--- config.mk ---
export PLATFORM = sky130hd
export DESIGN_NAME = power_path_selector
export DESIGN_NICKNAME = d
export VERILOG_FILES = /design/src/core/pp_pkg.sv /design/src/core/pp_flags_if.sv /design/src/core/pp_deglitch.sv /design/src/core/power_path_selector.sv
export SDC_FILE = /design/constraint.sdc
export NUM_CORES = 1
export LEC_CHECK = 0
export BUFFER_PORTS_ARGS = -buffer_cell sky130_fd_sc_hd__buf_4
export CAP_MARGIN = 0
export CORE_ASPECT_RATIO = 0.6
export CORE_MARGIN = 2
export CORE_UTILIZATION = 50
export CTS_CLUSTER_SIZE = 16
export DETAILED_ROUTE_END_ITERATION = 8
export MAX_ROUTING_LAYER = met4
export PLACE_DENSITY = 0.81
export RECOVER_POWER = 25
export SYNTH_ARGS = -nofsm -noshare
export SYNTH_HDL_FRONTEND = slang
export SYNTH_HIERARCHICAL = 1
export SYNTH_SLANG_ARGS = --single-unit
--- constraint.sdc ---
create_clock -name core_clk -period 2.4 [get_ports core_clk]
set_input_delay 0.24 -clock core_clk [delete_from_list [all_inputs] [get_ports core_clk]]
set_output_delay 0.24 -clock core_clk [all_outputs]
set_load 0.05 [all_outputs]
--- src/core/pp_pkg.sv ---
// Purpose: constants and types shared by the power path selector files
// Assumes: comparator and supervisor flags arrive synchronous to core_clk
// Notes: register offsets are byte addresses on a 32-bit apb word map
//
// Behaviour
// - with path selection on, adapter first, usb second, battery third
// - path enable cleared: both input switches off, battery only
// - on external power, battery switch on for supplement need or while charging
// - losing the selected supply hands the bus to the next source
// - input connected above battery; supplement need when bus below battery
// - forced battery mode never reconnects inputs, even with battery removed
// - power path state readable in the path status register
// - usb limit decode: 00 gives 100 ma, 01 500 ma, 1x 2.75 a
// - programmed limit applies to usb only; adapter keeps fixed limit
// - input over-voltage sets a fault status bit
// - input over-voltage leaves input switch states untouched
// - thermal shutdown: input switches off, battery switch on
// - bus under output short threshold: inputs off, input pull-ups on
// - battery short without thermal shutdown: battery switch off, bus-battery pull-up on
// - boot hold ignores low-limit, enable, suspend; charger on, 100 ma
// - after boot hold the host control settings take effect
// - pack id source on unless asleep, level from select bits
// - deglitched pack id high declares battery removed, discharge on
// - overload: reduce charge first, supplement only at zero charge
// - charge starts with input present, both enables high, below recharge
// - safety timer starts at each charge cycle start
// - below 3 v charge current limited to 10 percent
// - charge runs precondition, constant current, constant voltage
// - above 125 c thermal loop overrides and reduces charge current
// - after termination, enable toggle or input re-insertion restarts charge; code only returns to idle, a new cycle still needs below recharge
// - termination disabled during thermal, overload loop or supplement
package pp_pkg;
    localparam logic [7:0] CFG_OFF  = 8'h00;
    localparam logic [7:0] STAT_OFF = 8'h04;
    localparam logic [7:0] CTL_OFF  = 8'h08;
    // charge config field positions
    localparam int CFG_PATH_EN  = 0;
    localparam int CFG_RUN_EN   = 1;
    localparam int CFG_LOW_SEL  = 2;
    localparam int CFG_RANGE    = 3;
    localparam int CFG_SUSPEND  = 4;
    localparam int CFG_ID_LSB   = 5;
    localparam int CFG_ID_W     = 2;
    localparam int CFG_W        = 7;
    localparam logic [CFG_W-1:0] CFG_RST = 7'h03;
    localparam int CTL_SLEEP    = 0;
    localparam int CTL_TMR_EXP  = 1;
    localparam logic [1:0] CTL_RST = 2'h0;
    // usb limit codes
    typedef enum logic [1:0] {
        LIM_100MA = 2'h0,
        LIM_500MA = 2'h1,
        LIM_2A75  = 2'h2
    } usb_lim_e;
    // source codes in the status register
    localparam logic [1:0] SRC_BATT = 2'h0;
    localparam logic [1:0] SRC_AC   = 2'h1;
    localparam logic [1:0] SRC_USB  = 2'h2;
    localparam int BOOT_CYCLES      = 1000;
    localparam int DEGLITCH_CYCLES  = 8;
    typedef enum logic [4:0] {
        CHG_IDLE = 5'h01,
        CHG_PRE  = 5'h02,
        CHG_CC   = 5'h04,
        CHG_CV   = 5'h08,
        CHG_DONE = 5'h10
    } chg_state_e;
endpackage

--- src/core/pp_flags_if.sv ---
// Purpose: carries pack id raw flag and its deglitched result
// Assumes: single clock domain
// Notes: used between top and the deglitch filter
`timescale 1ns/1ps
`default_nettype none
interface pp_flags_if;
    logic raw;
    logic clean;
    modport filt (input raw, output clean);
    modport top  (output raw, input clean);
endinterface
`default_nettype wire

--- src/core/pp_deglitch.sv ---
// Purpose: holds a flag until it has been steady for a set count
// Assumes: input synchronous to core_clk
// Notes: both edges deglitched, so a noisy pin cannot chatter the output
`timescale 1ns/1ps
`default_nettype none
module pp_deglitch
    import pp_pkg::*;
#(
    parameter int CYCLES = DEGLITCH_CYCLES
) (
    input  wire logic core_clk,
    input  wire logic nrst,
    pp_flags_if.filt  f
);
    logic [15:0] cnt_r;
    logic        clean_r;

    // count while raw differs from output, flip when count reached
    always_ff @(posedge core_clk or negedge nrst) begin
        if (!nrst) begin
            cnt_r   <= 16'h0000;
            clean_r <= 1'b0;
        end else if (f.raw == clean_r) begin
            cnt_r <= 16'h0000;
        end else if (cnt_r >= 16'(CYCLES - 1)) begin
            cnt_r   <= 16'h0000;
            clean_r <= f.raw;
        end else begin
            cnt_r <= cnt_r + 16'h0001;
        end
    end
    assign f.clean = clean_r;
endmodule
`default_nettype wire

--- src/core/power_path_selector.sv ---
// Purpose: power path source selection, usb limit and charge sequencing
// Assumes: analogue comparators deliver flags synchronous to core_clk
// Notes: registers reached over apb; switch outputs are combinational
//
// The APB slave port and the placing of the registers were left to the implementer.
`timescale 1ns/1ps
`default_nettype none
module power_path_selector
    import pp_pkg::*;
#(
    parameter int BOOT_HOLD = BOOT_CYCLES
) (
    input  wire logic        core_clk,
    input  wire logic        nrst,
    // apb slave
    input  wire logic        psel,
    input  wire logic        penable,
    input  wire logic        pwrite,
    input  wire logic [7:0]  paddr,
    input  wire logic [31:0] pwdata,
    output logic [31:0]      prdata,
    output logic             pready,
    output logic             pslverr,
    // comparator flags
    input  wire logic        ac_above_batt,
    input  wire logic        usb_above_batt,
    input  wire logic        ac_overvolt,
    input  wire logic        usb_overvolt,
    input  wire logic        bus_below_batt,
    input  wire logic        bus_below_short,
    input  wire logic        batt_short,
    input  wire logic        thermal_shutdown,
    input  wire logic        pack_id_high,
    input  wire logic        charge_at_zero,
    input  wire logic        overload_active,
    input  wire logic        thermal_loop_hot,
    input  wire logic        batt_below_recharge,
    input  wire logic        batt_below_3v,
    input  wire logic        batt_at_reg_volt,
    input  wire logic        charge_below_term,
    // switch and analogue controls
    output logic             ac_switch_on,
    output logic             usb_switch_on,
    output logic             batt_switch_on,
    output logic             input_pullups_on,
    output logic             batt_pullup_on,
    output logic             discharge_on,
    output logic             pack_id_src_on,
    output logic [1:0]       pack_id_current_select,
    output usb_lim_e         usb_limit,
    output logic             charge_enabled,
    output logic             charge_reduce,
    output logic             precharge_tenth,
    output logic             voltage_loop_on,
    output logic             safety_timer_start,
    output logic             term_enable
);
    logic [CFG_W-1:0] charge_config_register;
    logic [1:0]       ctl_r;
    logic [31:0]      rdata_r;
    logic [31:0]      boot_cnt_r;
    logic             boot_r;
    chg_state_e       chg_r;
    chg_state_e       chg_nxt;
    logic             run_en_d_r;
    logic             ext_d_r;
    logic             restart_r;
    logic             ovp_ac_r;
    logic             ovp_usb_r;
    logic             pack_gone;
    logic             eff_path_en;
    logic             eff_run_en;
    logic             eff_low;
    logic             eff_suspend;
    logic             ext_present;
    logic             supplement;
    logic             normal_ac;
    logic             normal_usb;
    logic [1:0]       src;
    logic             wr_en;
    logic             rd_en;
    logic             addr_ok;
    logic             charging;
    logic [7:0]       power_path_status_register;

    pp_flags_if id_flag ();
    assign id_flag.raw = pack_id_high;

    // pack removal deglitch
    pp_deglitch #(
        .CYCLES (DEGLITCH_CYCLES)
    ) u_id_filt (
        .core_clk (core_clk),
        .nrst     (nrst),
        .f        (id_flag)
    );
    assign pack_gone    = id_flag.clean;
    assign discharge_on = pack_gone;

    // apb decode; single wait-free access phase
    assign pready  = 1'b1;
    assign addr_ok = (paddr == CFG_OFF) || (paddr == STAT_OFF) || (paddr == CTL_OFF);
    assign pslverr = psel && penable && !addr_ok;
    assign wr_en   = psel && penable && pwrite && addr_ok;
    assign rd_en   = psel && !penable && !pwrite;
    assign prdata  = rdata_r;

    // host writable registers
    always_ff @(posedge core_clk or negedge nrst) begin
        if (!nrst) begin
            charge_config_register <= CFG_RST;
            ctl_r                  <= CTL_RST;
        end else if (wr_en) begin
            if (paddr == CFG_OFF) begin
                charge_config_register <= pwdata[CFG_W-1:0];
            end
            if (paddr == CTL_OFF) begin
                ctl_r <= pwdata[1:0];
            end
        end
    end

    // read data latched in setup cycle so it stands through access
    always_ff @(posedge core_clk or negedge nrst) begin
        if (!nrst) begin
            rdata_r <= 32'h0000_0000;
        end else if (rd_en) begin
            case (paddr)
                CFG_OFF:  rdata_r <= {25'h0, charge_config_register};
                STAT_OFF: rdata_r <= {24'h0, power_path_status_register};
                CTL_OFF:  rdata_r <= {30'h0, ctl_r};
                default:  rdata_r <= 32'h0000_0000;
            endcase
        end
    end

    // boot hold counter; length is a parameter for short simulations
    always_ff @(posedge core_clk or negedge nrst) begin
        if (!nrst) begin
            boot_cnt_r <= 32'h0000_0000;
            boot_r     <= 1'b1;
        end else if (boot_r) begin
            if (boot_cnt_r >= 32'(BOOT_HOLD - 1)) begin
                boot_r <= 1'b0;
            end else begin
                boot_cnt_r <= boot_cnt_r + 32'h0000_0001;
            end
        end
    end

    // boot defaults override host bits until hold ends
    assign eff_path_en = boot_r ? 1'b1 : charge_config_register[CFG_PATH_EN];
    assign eff_low     = boot_r ? 1'b0 : charge_config_register[CFG_LOW_SEL];
    assign eff_suspend = boot_r ? 1'b0 : charge_config_register[CFG_SUSPEND];
    assign eff_run_en  = boot_r ? 1'b1 : charge_config_register[CFG_RUN_EN];

    // usb limit decode; adapter limit is fixed in the analogue loop
    always_comb begin
        if (boot_r) begin
            usb_limit = LIM_100MA;
        end else if (charge_config_register[CFG_RANGE]) begin
            usb_limit = LIM_2A75;
        end else if (eff_low) begin
            usb_limit = LIM_500MA;
        end else begin
            usb_limit = LIM_100MA;
        end
    end

    // source selection; inputs detected above battery
    assign ext_present = ac_above_batt || usb_above_batt;
    assign supplement  = bus_below_batt && charge_at_zero;
    assign normal_ac   = eff_path_en && ac_above_batt;
    assign normal_usb  = eff_path_en && usb_above_batt && !ac_above_batt;
    // over-voltage deliberately not a term here, switches stay as they are
    always_comb begin
        ac_switch_on   = normal_ac && !thermal_shutdown && !bus_below_short;
        usb_switch_on  = normal_usb && !thermal_shutdown && !bus_below_short;
        if (thermal_shutdown) begin
            batt_switch_on = 1'b1;
        end else if (batt_short) begin
            batt_switch_on = 1'b0;
        end else if (!eff_path_en) begin
            batt_switch_on = 1'b1;
        end else if (normal_ac || normal_usb) begin
            batt_switch_on = supplement || charging;
        end else begin
            batt_switch_on = 1'b1;
        end
    end
    assign input_pullups_on = bus_below_short;
    assign batt_pullup_on   = batt_short && !thermal_shutdown;

    always_comb begin
        if (ac_switch_on) begin
            src = SRC_AC;
        end else if (usb_switch_on) begin
            src = SRC_USB;
        end else begin
            src = SRC_BATT;
        end
    end

    // sticky over-voltage flags, cleared by writing the status word; set wins
    always_ff @(posedge core_clk or negedge nrst) begin
        if (!nrst) begin
            ovp_ac_r  <= 1'b0;
            ovp_usb_r <= 1'b0;
        end else begin
            if (ac_overvolt) begin
                ovp_ac_r <= 1'b1;
            end else if (wr_en && paddr == STAT_OFF && pwdata[2]) begin
                ovp_ac_r <= 1'b0;
            end
            if (usb_overvolt) begin
                ovp_usb_r <= 1'b1;
            end else if (wr_en && paddr == STAT_OFF && pwdata[3]) begin
                ovp_usb_r <= 1'b0;
            end
        end
    end

    assign power_path_status_register = {supplement, pack_gone, batt_short,
                                         bus_below_short, ovp_usb_r, ovp_ac_r, src};

    // pack id source follows sleep control
    assign pack_id_src_on = !ctl_r[CTL_SLEEP];
    assign pack_id_current_select =
        charge_config_register[CFG_ID_LSB +: CFG_ID_W];

    // charge restart triggers: enable toggle or input re-insertion
    always_ff @(posedge core_clk or negedge nrst) begin
        if (!nrst) begin
            run_en_d_r <= 1'b0;
            ext_d_r    <= 1'b0;
            restart_r  <= 1'b0;
        end else begin
            run_en_d_r <= eff_run_en && eff_path_en;
            ext_d_r    <= ext_present;
            if ((eff_run_en && eff_path_en && !run_en_d_r) || (ext_present && !ext_d_r)) begin
                restart_r <= 1'b1;
            end else if (chg_r == CHG_PRE || chg_r == CHG_CC) begin
                restart_r <= 1'b0;
            end
        end
    end

    // charge sequencer
    always_comb begin
        chg_nxt = chg_r;
        case (chg_r)
            CHG_IDLE: begin
                // an expired timer holds off a new start, else idle and cc would alternate
                if (ext_present && eff_run_en && eff_path_en && !eff_suspend
                    && batt_below_recharge && !ctl_r[CTL_TMR_EXP]) begin
                    chg_nxt = batt_below_3v ? CHG_PRE : CHG_CC;
                end
            end
            CHG_PRE: begin
                if (!batt_below_3v) begin
                    chg_nxt = CHG_CC;
                end
            end
            CHG_CC: begin
                if (batt_at_reg_volt) begin
                    chg_nxt = CHG_CV;
                end
            end
            CHG_CV: begin
                if (charge_below_term && term_enable) begin
                    chg_nxt = CHG_DONE;
                end
            end
            CHG_DONE: begin
                if (restart_r || batt_below_recharge) begin
                    chg_nxt = CHG_IDLE;
                end
            end
            default: chg_nxt = CHG_IDLE;
        endcase
        if (chg_r != CHG_IDLE && chg_r != CHG_DONE &&
            (!ext_present || !eff_run_en || !eff_path_en || eff_suspend ||
             ctl_r[CTL_TMR_EXP])) begin
            chg_nxt = CHG_IDLE;
        end
    end

    always_ff @(posedge core_clk or negedge nrst) begin
        if (!nrst) begin
            chg_r <= CHG_IDLE;
        end else begin
            chg_r <= chg_nxt;
        end
    end

    assign charging           = chg_r == CHG_PRE || chg_r == CHG_CC || chg_r == CHG_CV;
    assign charge_enabled     = charging;
    assign safety_timer_start = chg_r == CHG_IDLE && chg_nxt != CHG_IDLE;
    assign precharge_tenth    = chg_r == CHG_PRE;
    assign voltage_loop_on    = chg_r == CHG_CV;
    assign charge_reduce      = thermal_loop_hot || overload_active;
    assign term_enable        = !thermal_loop_hot && !overload_active && !supplement;
endmodule
`default_nettype wire

Word-level counts from Yosys, hierarchy flattened
Index checks and enable logic that the tools add are counted.
- equality and inequality tests: 11
- div/mod/pow operators: 0
- add/sub/neg operators: 2
- bitwise operators: 2
- muxes and demuxes: 32
- $lt $le $gt $ge: 2
- shift operators: 0
- $mul: 0
- reduce and logical (&&, ||, !) cells: 71
- operator list (kind ; count):
    $add A32 B1 Y32 const B ; 1
    $ge A32 B10 Y1 const B ; 1
    $logic_and A1 B1 Y1 ; 32
    $mux W16 ; 2
    $mux W5 ; 6
    $pmux W5 S5 ; 1
    $pmux W8 S3 ; 1
    $logic_not A1 Y1 ; 17
    $mux W1 ; 17
    $add A16 B1 Y16 const B ; 1
    $ge A16 B3 Y1 const B ; 1
    $logic_or A1 B1 Y1 ; 14
    $ne A5 B1 Y1 const B ; 2
    $eq A8 B3 Y1 const B ; 1
    $eq A8 B4 Y1 const B ; 1
    $logic_not A8 Y1 ; 1
    $mux W2 ; 4
    $reduce_and A2 Y1 ; 4
    $reduce_bool A2 Y1 ; 3
    $eq A5 B1 Y1 const B ; 1
    $eq A5 B2 Y1 const B ; 1
    $eq A5 B3 Y1 const B ; 1
    $eq A5 B4 Y1 const B ; 1
    $eq A5 B5 Y1 const B ; 1
    other kinds (4) ; 5
- memories: 0
- bits in latches: 0
- input bits: 61
- bits in registers: 101
- RAM bits: 0
- bits in read-only memories: 0

Longest topological paths before layout
- depth after elaboration: 11
- depth in mapped cells: 5
- gate-level depth less buffers: 5

Modules after synthesis
Netlist, hierarchy kept.
- modules (own cells, without submodules) (module ; area an instance (um2) ; cells each ; instances ; seq. area each (um2)):
    power_path_selector ; 2796.4 ; 260 ; 1 ; 1506.4
    pp_deglitch ; 565.5 ; 33 ; 1 ; 425.4

Least setup slack after synthesis
No wires, ideal clock.
- path type: flip-flop to flip-flop
- start point: reg chg_r[2]
- end point: reg chg_r[2]
- setup time: 0.072 ns
- cell stages (with the launch flop): 6
- data required time: 2.328 ns
- clock period less this slack: 2.421 ns
- buffers on the path: 0
- arrival time: 2.350 ns
- slack: -0.021 ns
- path through: dfrtp_1 -> or3_1 -> a2111oi_2 -> nor2_1 -> o22a_1 -> nor2_1
- longest elaborated chain between the ends: 4
- ends and longest elaborated chain (item ; RTL line ; source):
    start: declaration ; power_path_selector.sv:63 ; chg_state_e chg_r;
    start signal: assignment ; power_path_selector.sv:292 ; chg_r <= chg_nxt;
    parallel branches: the longest is 3 deep, another holds $eq A5 B5 Y1 ; -- ;
    $mux W5 * ; power_path_selector.sv:281 ; if (chg_r != CHG_IDLE && chg_r != CHG_DONE &&
    named net chg_nxt[2] ; power_path_selector.sv:64 ; chg_state_e chg_nxt;
Mark *: on every way through the listed nets, which the timed path passes.
A chain may end at the register's enable or synchronous reset.

Worst setup path in the final report
- start point: reg chg_r[2]
- end point: out safety_timer_start
- longest elaborated chain between the ends: 6
- ends and longest elaborated chain (item ; RTL line ; source):
    parallel branches: the longest is 5 deep, another holds $eq A5 B5 Y1 ; -- ;
    $logic_and A1 B1 Y1 * ; power_path_selector.sv:298 ; assign safety_timer_start = chg_r == CHG_IDLE && chg_nxt != CHG_IDLE;
    end: declaration ; power_path_selector.sv:55 ; output logic safety_timer_start,
Mark *: on every way between the ends.

==> flow_summary_export.csv <==
group,metric,value,unit
logic_synthesis,netlist_instances,293,
setup_path,reg2reg_depth,5,
detailed_routing,drtIter0Drc,157,
cts,numCtsBuffers,9,
power_and_ir_drop,cellPowerDensity,639,mW/mm²
sta,finalHoldViolCount,0,
setup_path,cpPeakStageDelay,450,ps
logic_synthesis,synthArstFlopShare,100,%
setup_path,crit_fanout,7,
cts,cts_hold_buf,0,
setup_path,reg2reg_from,"boot_r",
cts,htreeDepth,3,
logic_synthesis,synth-main-ff-cell,"dfrtp_1",
cts,post-cts-setup-buffers,0,
cts,cts_num_sinks,77,
sta,tightest_slew,1830,ps
sta,fin_setup_tns,0,ps
setup_path,critPathArrivalTime,1850,ps
logic_synthesis,ys_ff_latch,77,
setup_path,path_depth,3,
detailed_routing,drt-vias-per-instance,4.88,
global_route,grt_max_degree,78,
cts,ctsResizeCount,0,
logic_synthesis,synth_most_common_cell,"dfrtp_1",
setup_path,worstPathRequired,2160,ps
cts,clk_latency,350,ps
floorplanning,rows,23,
sta,fmax,479,MHz
logic_synthesis,synth_area_leaders,"dfrtp_1 54%, buf_4 6.3%, mux2_2 3.3%",
global_route,overflow,0,
finish,fill_cells,536,
setup_path,r2r_slack,420,ps
detailed_routing,drc_errors,0,
power_and_ir_drop,power_leakage,1.99,nW
setup_path,crit_path_start_kind,"register",
finish,nets,412,
logic_synthesis,synth_top_cell_by_area,"dfrtp_1",
setup_path,startpoint,"chg_r[2]",
logic_synthesis,synth_cell_types,51,
finish,n_antenna_cell,0,
sta,relSlewSlack,-22.2,%
setup_path,cp_top_family,"flip-flops",
setup_path,end_kind,"primary output",
detailed_routing,drt.antenna.violating_nets,0,
logic_synthesis,synth-seq-area-share,57.5,%
detailed_routing,first_pass_iters,4,
logic_synthesis,synth_top_cell_area_share,54.3,%
setup_path,r2r-end,"boot_cnt_r[4]",
cts,clk_pin_slew,90,ps
placed_design,gp_congestion,0.930,
global_route,antenna_found_initial,0,
finish,drive_above_1_share,29.4,%
setup_path,worst-path-buf-inv,1,
setup_path,endpoint,"safety_timer_start",
hold_path,hold_path_class,"primary input to register",
sta,rsz0062_at_grt,"false",
cts,clockRootBuffer,"clkbuf_8",
setup_path,worst-setup-path-type,"register to primary output",
floorplanning,die_x,110,µm
placed_design,place_inst,425,
logic_synthesis,synth_edf_count,0,
sta,period_needed,2090,ps
floorplanning,die_h,67.5,µm
detailed_routing,vias,2150,
placed_design,hpwl,4420,µm
sta,clock_skew,15.1,ps
status,status,"finished, violations left",
setup_path,cp_cell_sequence,"or3_1 > a2111oi_4 > buf_4",
cts,clockBufferDepth,2,
global_route,grt_pass1_wl,9450,µm
finish,area_delta_synth_final,18.1,%
finish,seqCellArea,0.00193,mm²
floorplanning,die_area,0.00742,mm²
floorplanning,initial_core_util,51.0,%
global_route,grtUsageTotal,18.0,%
finish,final_cells,441,
status,violations,"max-capacitance violations, max-slew violations",
placed_design,port_buffers,61,
floorplanning,io_pins,112,
sta,fin_crit_sh,86.9,%
finish,multi_input_area,0.00124,mm²
hold_path,worstHoldPathCells,2,
logic_synthesis,netlist_area,0.00336,mm²
setup_path,cp_slowest_cell,"dfrtp_1",
run,cap_violations,1,
detailed_routing,wl_per_cell,13.4,µm
floorplanning,core,0.00659,mm²
logic_synthesis,avgSynthCellArea,11.5,µm²
detailed_routing,routed_wl,5930,µm
power_and_ir_drop,ir_drop,0.000284,V
sta,slew_viol_final,78,
global_route,grt_pass1_vias,1950,
sta,finalSetupViolCount,0,
logic_synthesis,yosysWarningCount,6,
logic_synthesis,ys_top_cells_by_count,"73 x dfrtp_1, 28 x buf_4, 22 x clkbuf_1, 19 x nand2_1, 14 x nor2_1",
cts,cts_tree,"done",
logic make-up (layout without fill, tap and decap cells):
family                     Yosys count  count (layout)  share of synthesized area, %
and+or+nand+nor                     90              90                          15.8
other                                3              37                         0.335
muxes                               18              18                          5.88
buffers and inverters               58              85                          9.82
xor gates and xnor gates            13              13                          3.39
AOI/OAI and AO/OA                   32              32                          6.59
adders and majority gates            2               2                         0.744
DFF                                 77              77                          57.5
worst min path at each step:
| stage | from | endpoint | slack (ps) |
|---|---|---|---|
| floorplan | nrst | boot_cnt_r[0] | -60 |
| finish | ac_overvolt | ovp_ac_r | 70 |
| global placement | boot_cnt_r[15] | boot_cnt_r[15] | 370 |
| CTS | nrst | prdata[1] | 50 |
| global route | ac_overvolt | ovp_ac_r | 50 |
| detailed placement | boot_cnt_r[13] | boot_cnt_r[13] | 370 |
where the power goes:
part | switching [mW] | internal (mW)
logic | 0.183 | 0.0623
clock network | 0.463 | 0.511
registers | 0.00785 | 1.31
sequential cells by signal, summed over array words and instances, names as in the netlist:
name	flops
ovp_ac_r	1
ovp_usb_r	1
u_id_filt/f.clean	1
u_id_filt/cnt_r	16
prdata	8
chg_r	5
charge_config_register	7
boot_r	1
ext_d_r	1
restart_r	1
run_en_d_r	1
boot_cnt_r	32
ctl_r	2
per-stage QoR:
stage          setup WS [ps]  utilization (%)  cell area, µm²  hold WS [ps]  power [mW]
3_3_place_gp             421             57.3            3780           365        1.59
5_1_grt                  221             60.3            3970          52.3        2.65
4_1_cts                  290             60.4            3980          49.3        2.57
6_report                 314             60.3            3970          66.1        2.54
3_5_place_dp             413             57.3            3780           366        1.59
2_1_floorplan            381                -            3500         -55.6        1.53
placed cells by master, fill, tap and decap left out, types with 4 or more instances in the layout:
cell type,synthesis,routed
nor4_1,5,5
inv_1,6,6
nand4_1,9,9
nand2_1,19,19
buf_4,28,61
a21oi_1,7,7
dfrtp_1,73,73
conb_1,3,37
mux2i_1,7,7
nor2_1,14,14
clkbuf_8,0,10
dfstp_2,4,4
xor2_1,4,4
and3_1,6,6
mux2_2,10,10
xnor2_1,9,9
nor3_1,8,8
o21ai_0,10,10
metal layers:
| layer | vias to the layer above | track usage (%) | wire length, µm |
|---|---|---|---|
| li1 | 1048 | - | - |
| met1 | 1025 | 24.1 | 2800 |
| met2 | 71 | 25.9 | 2560 |
| met3 | 6 | 7.34 | 533 |
| met4 | 0 | 3.96 | 32 |
| met5 | - | - | 0 |
layout make-up:
cell class | count | share of cell area (%)
Sequential cell | 77 | 48.6
Multi-Input combinational cell | 192 | 31.2
Timing Repair Buffer | 63 | 11.8
Clock buffer | 11 | 3.56
Tap cell | 87 | 2.74
Clock inverter | 5 | 1.51
Inverter | 6 | 0.567
No activity file was read; power rests on OpenSTA's default activity.
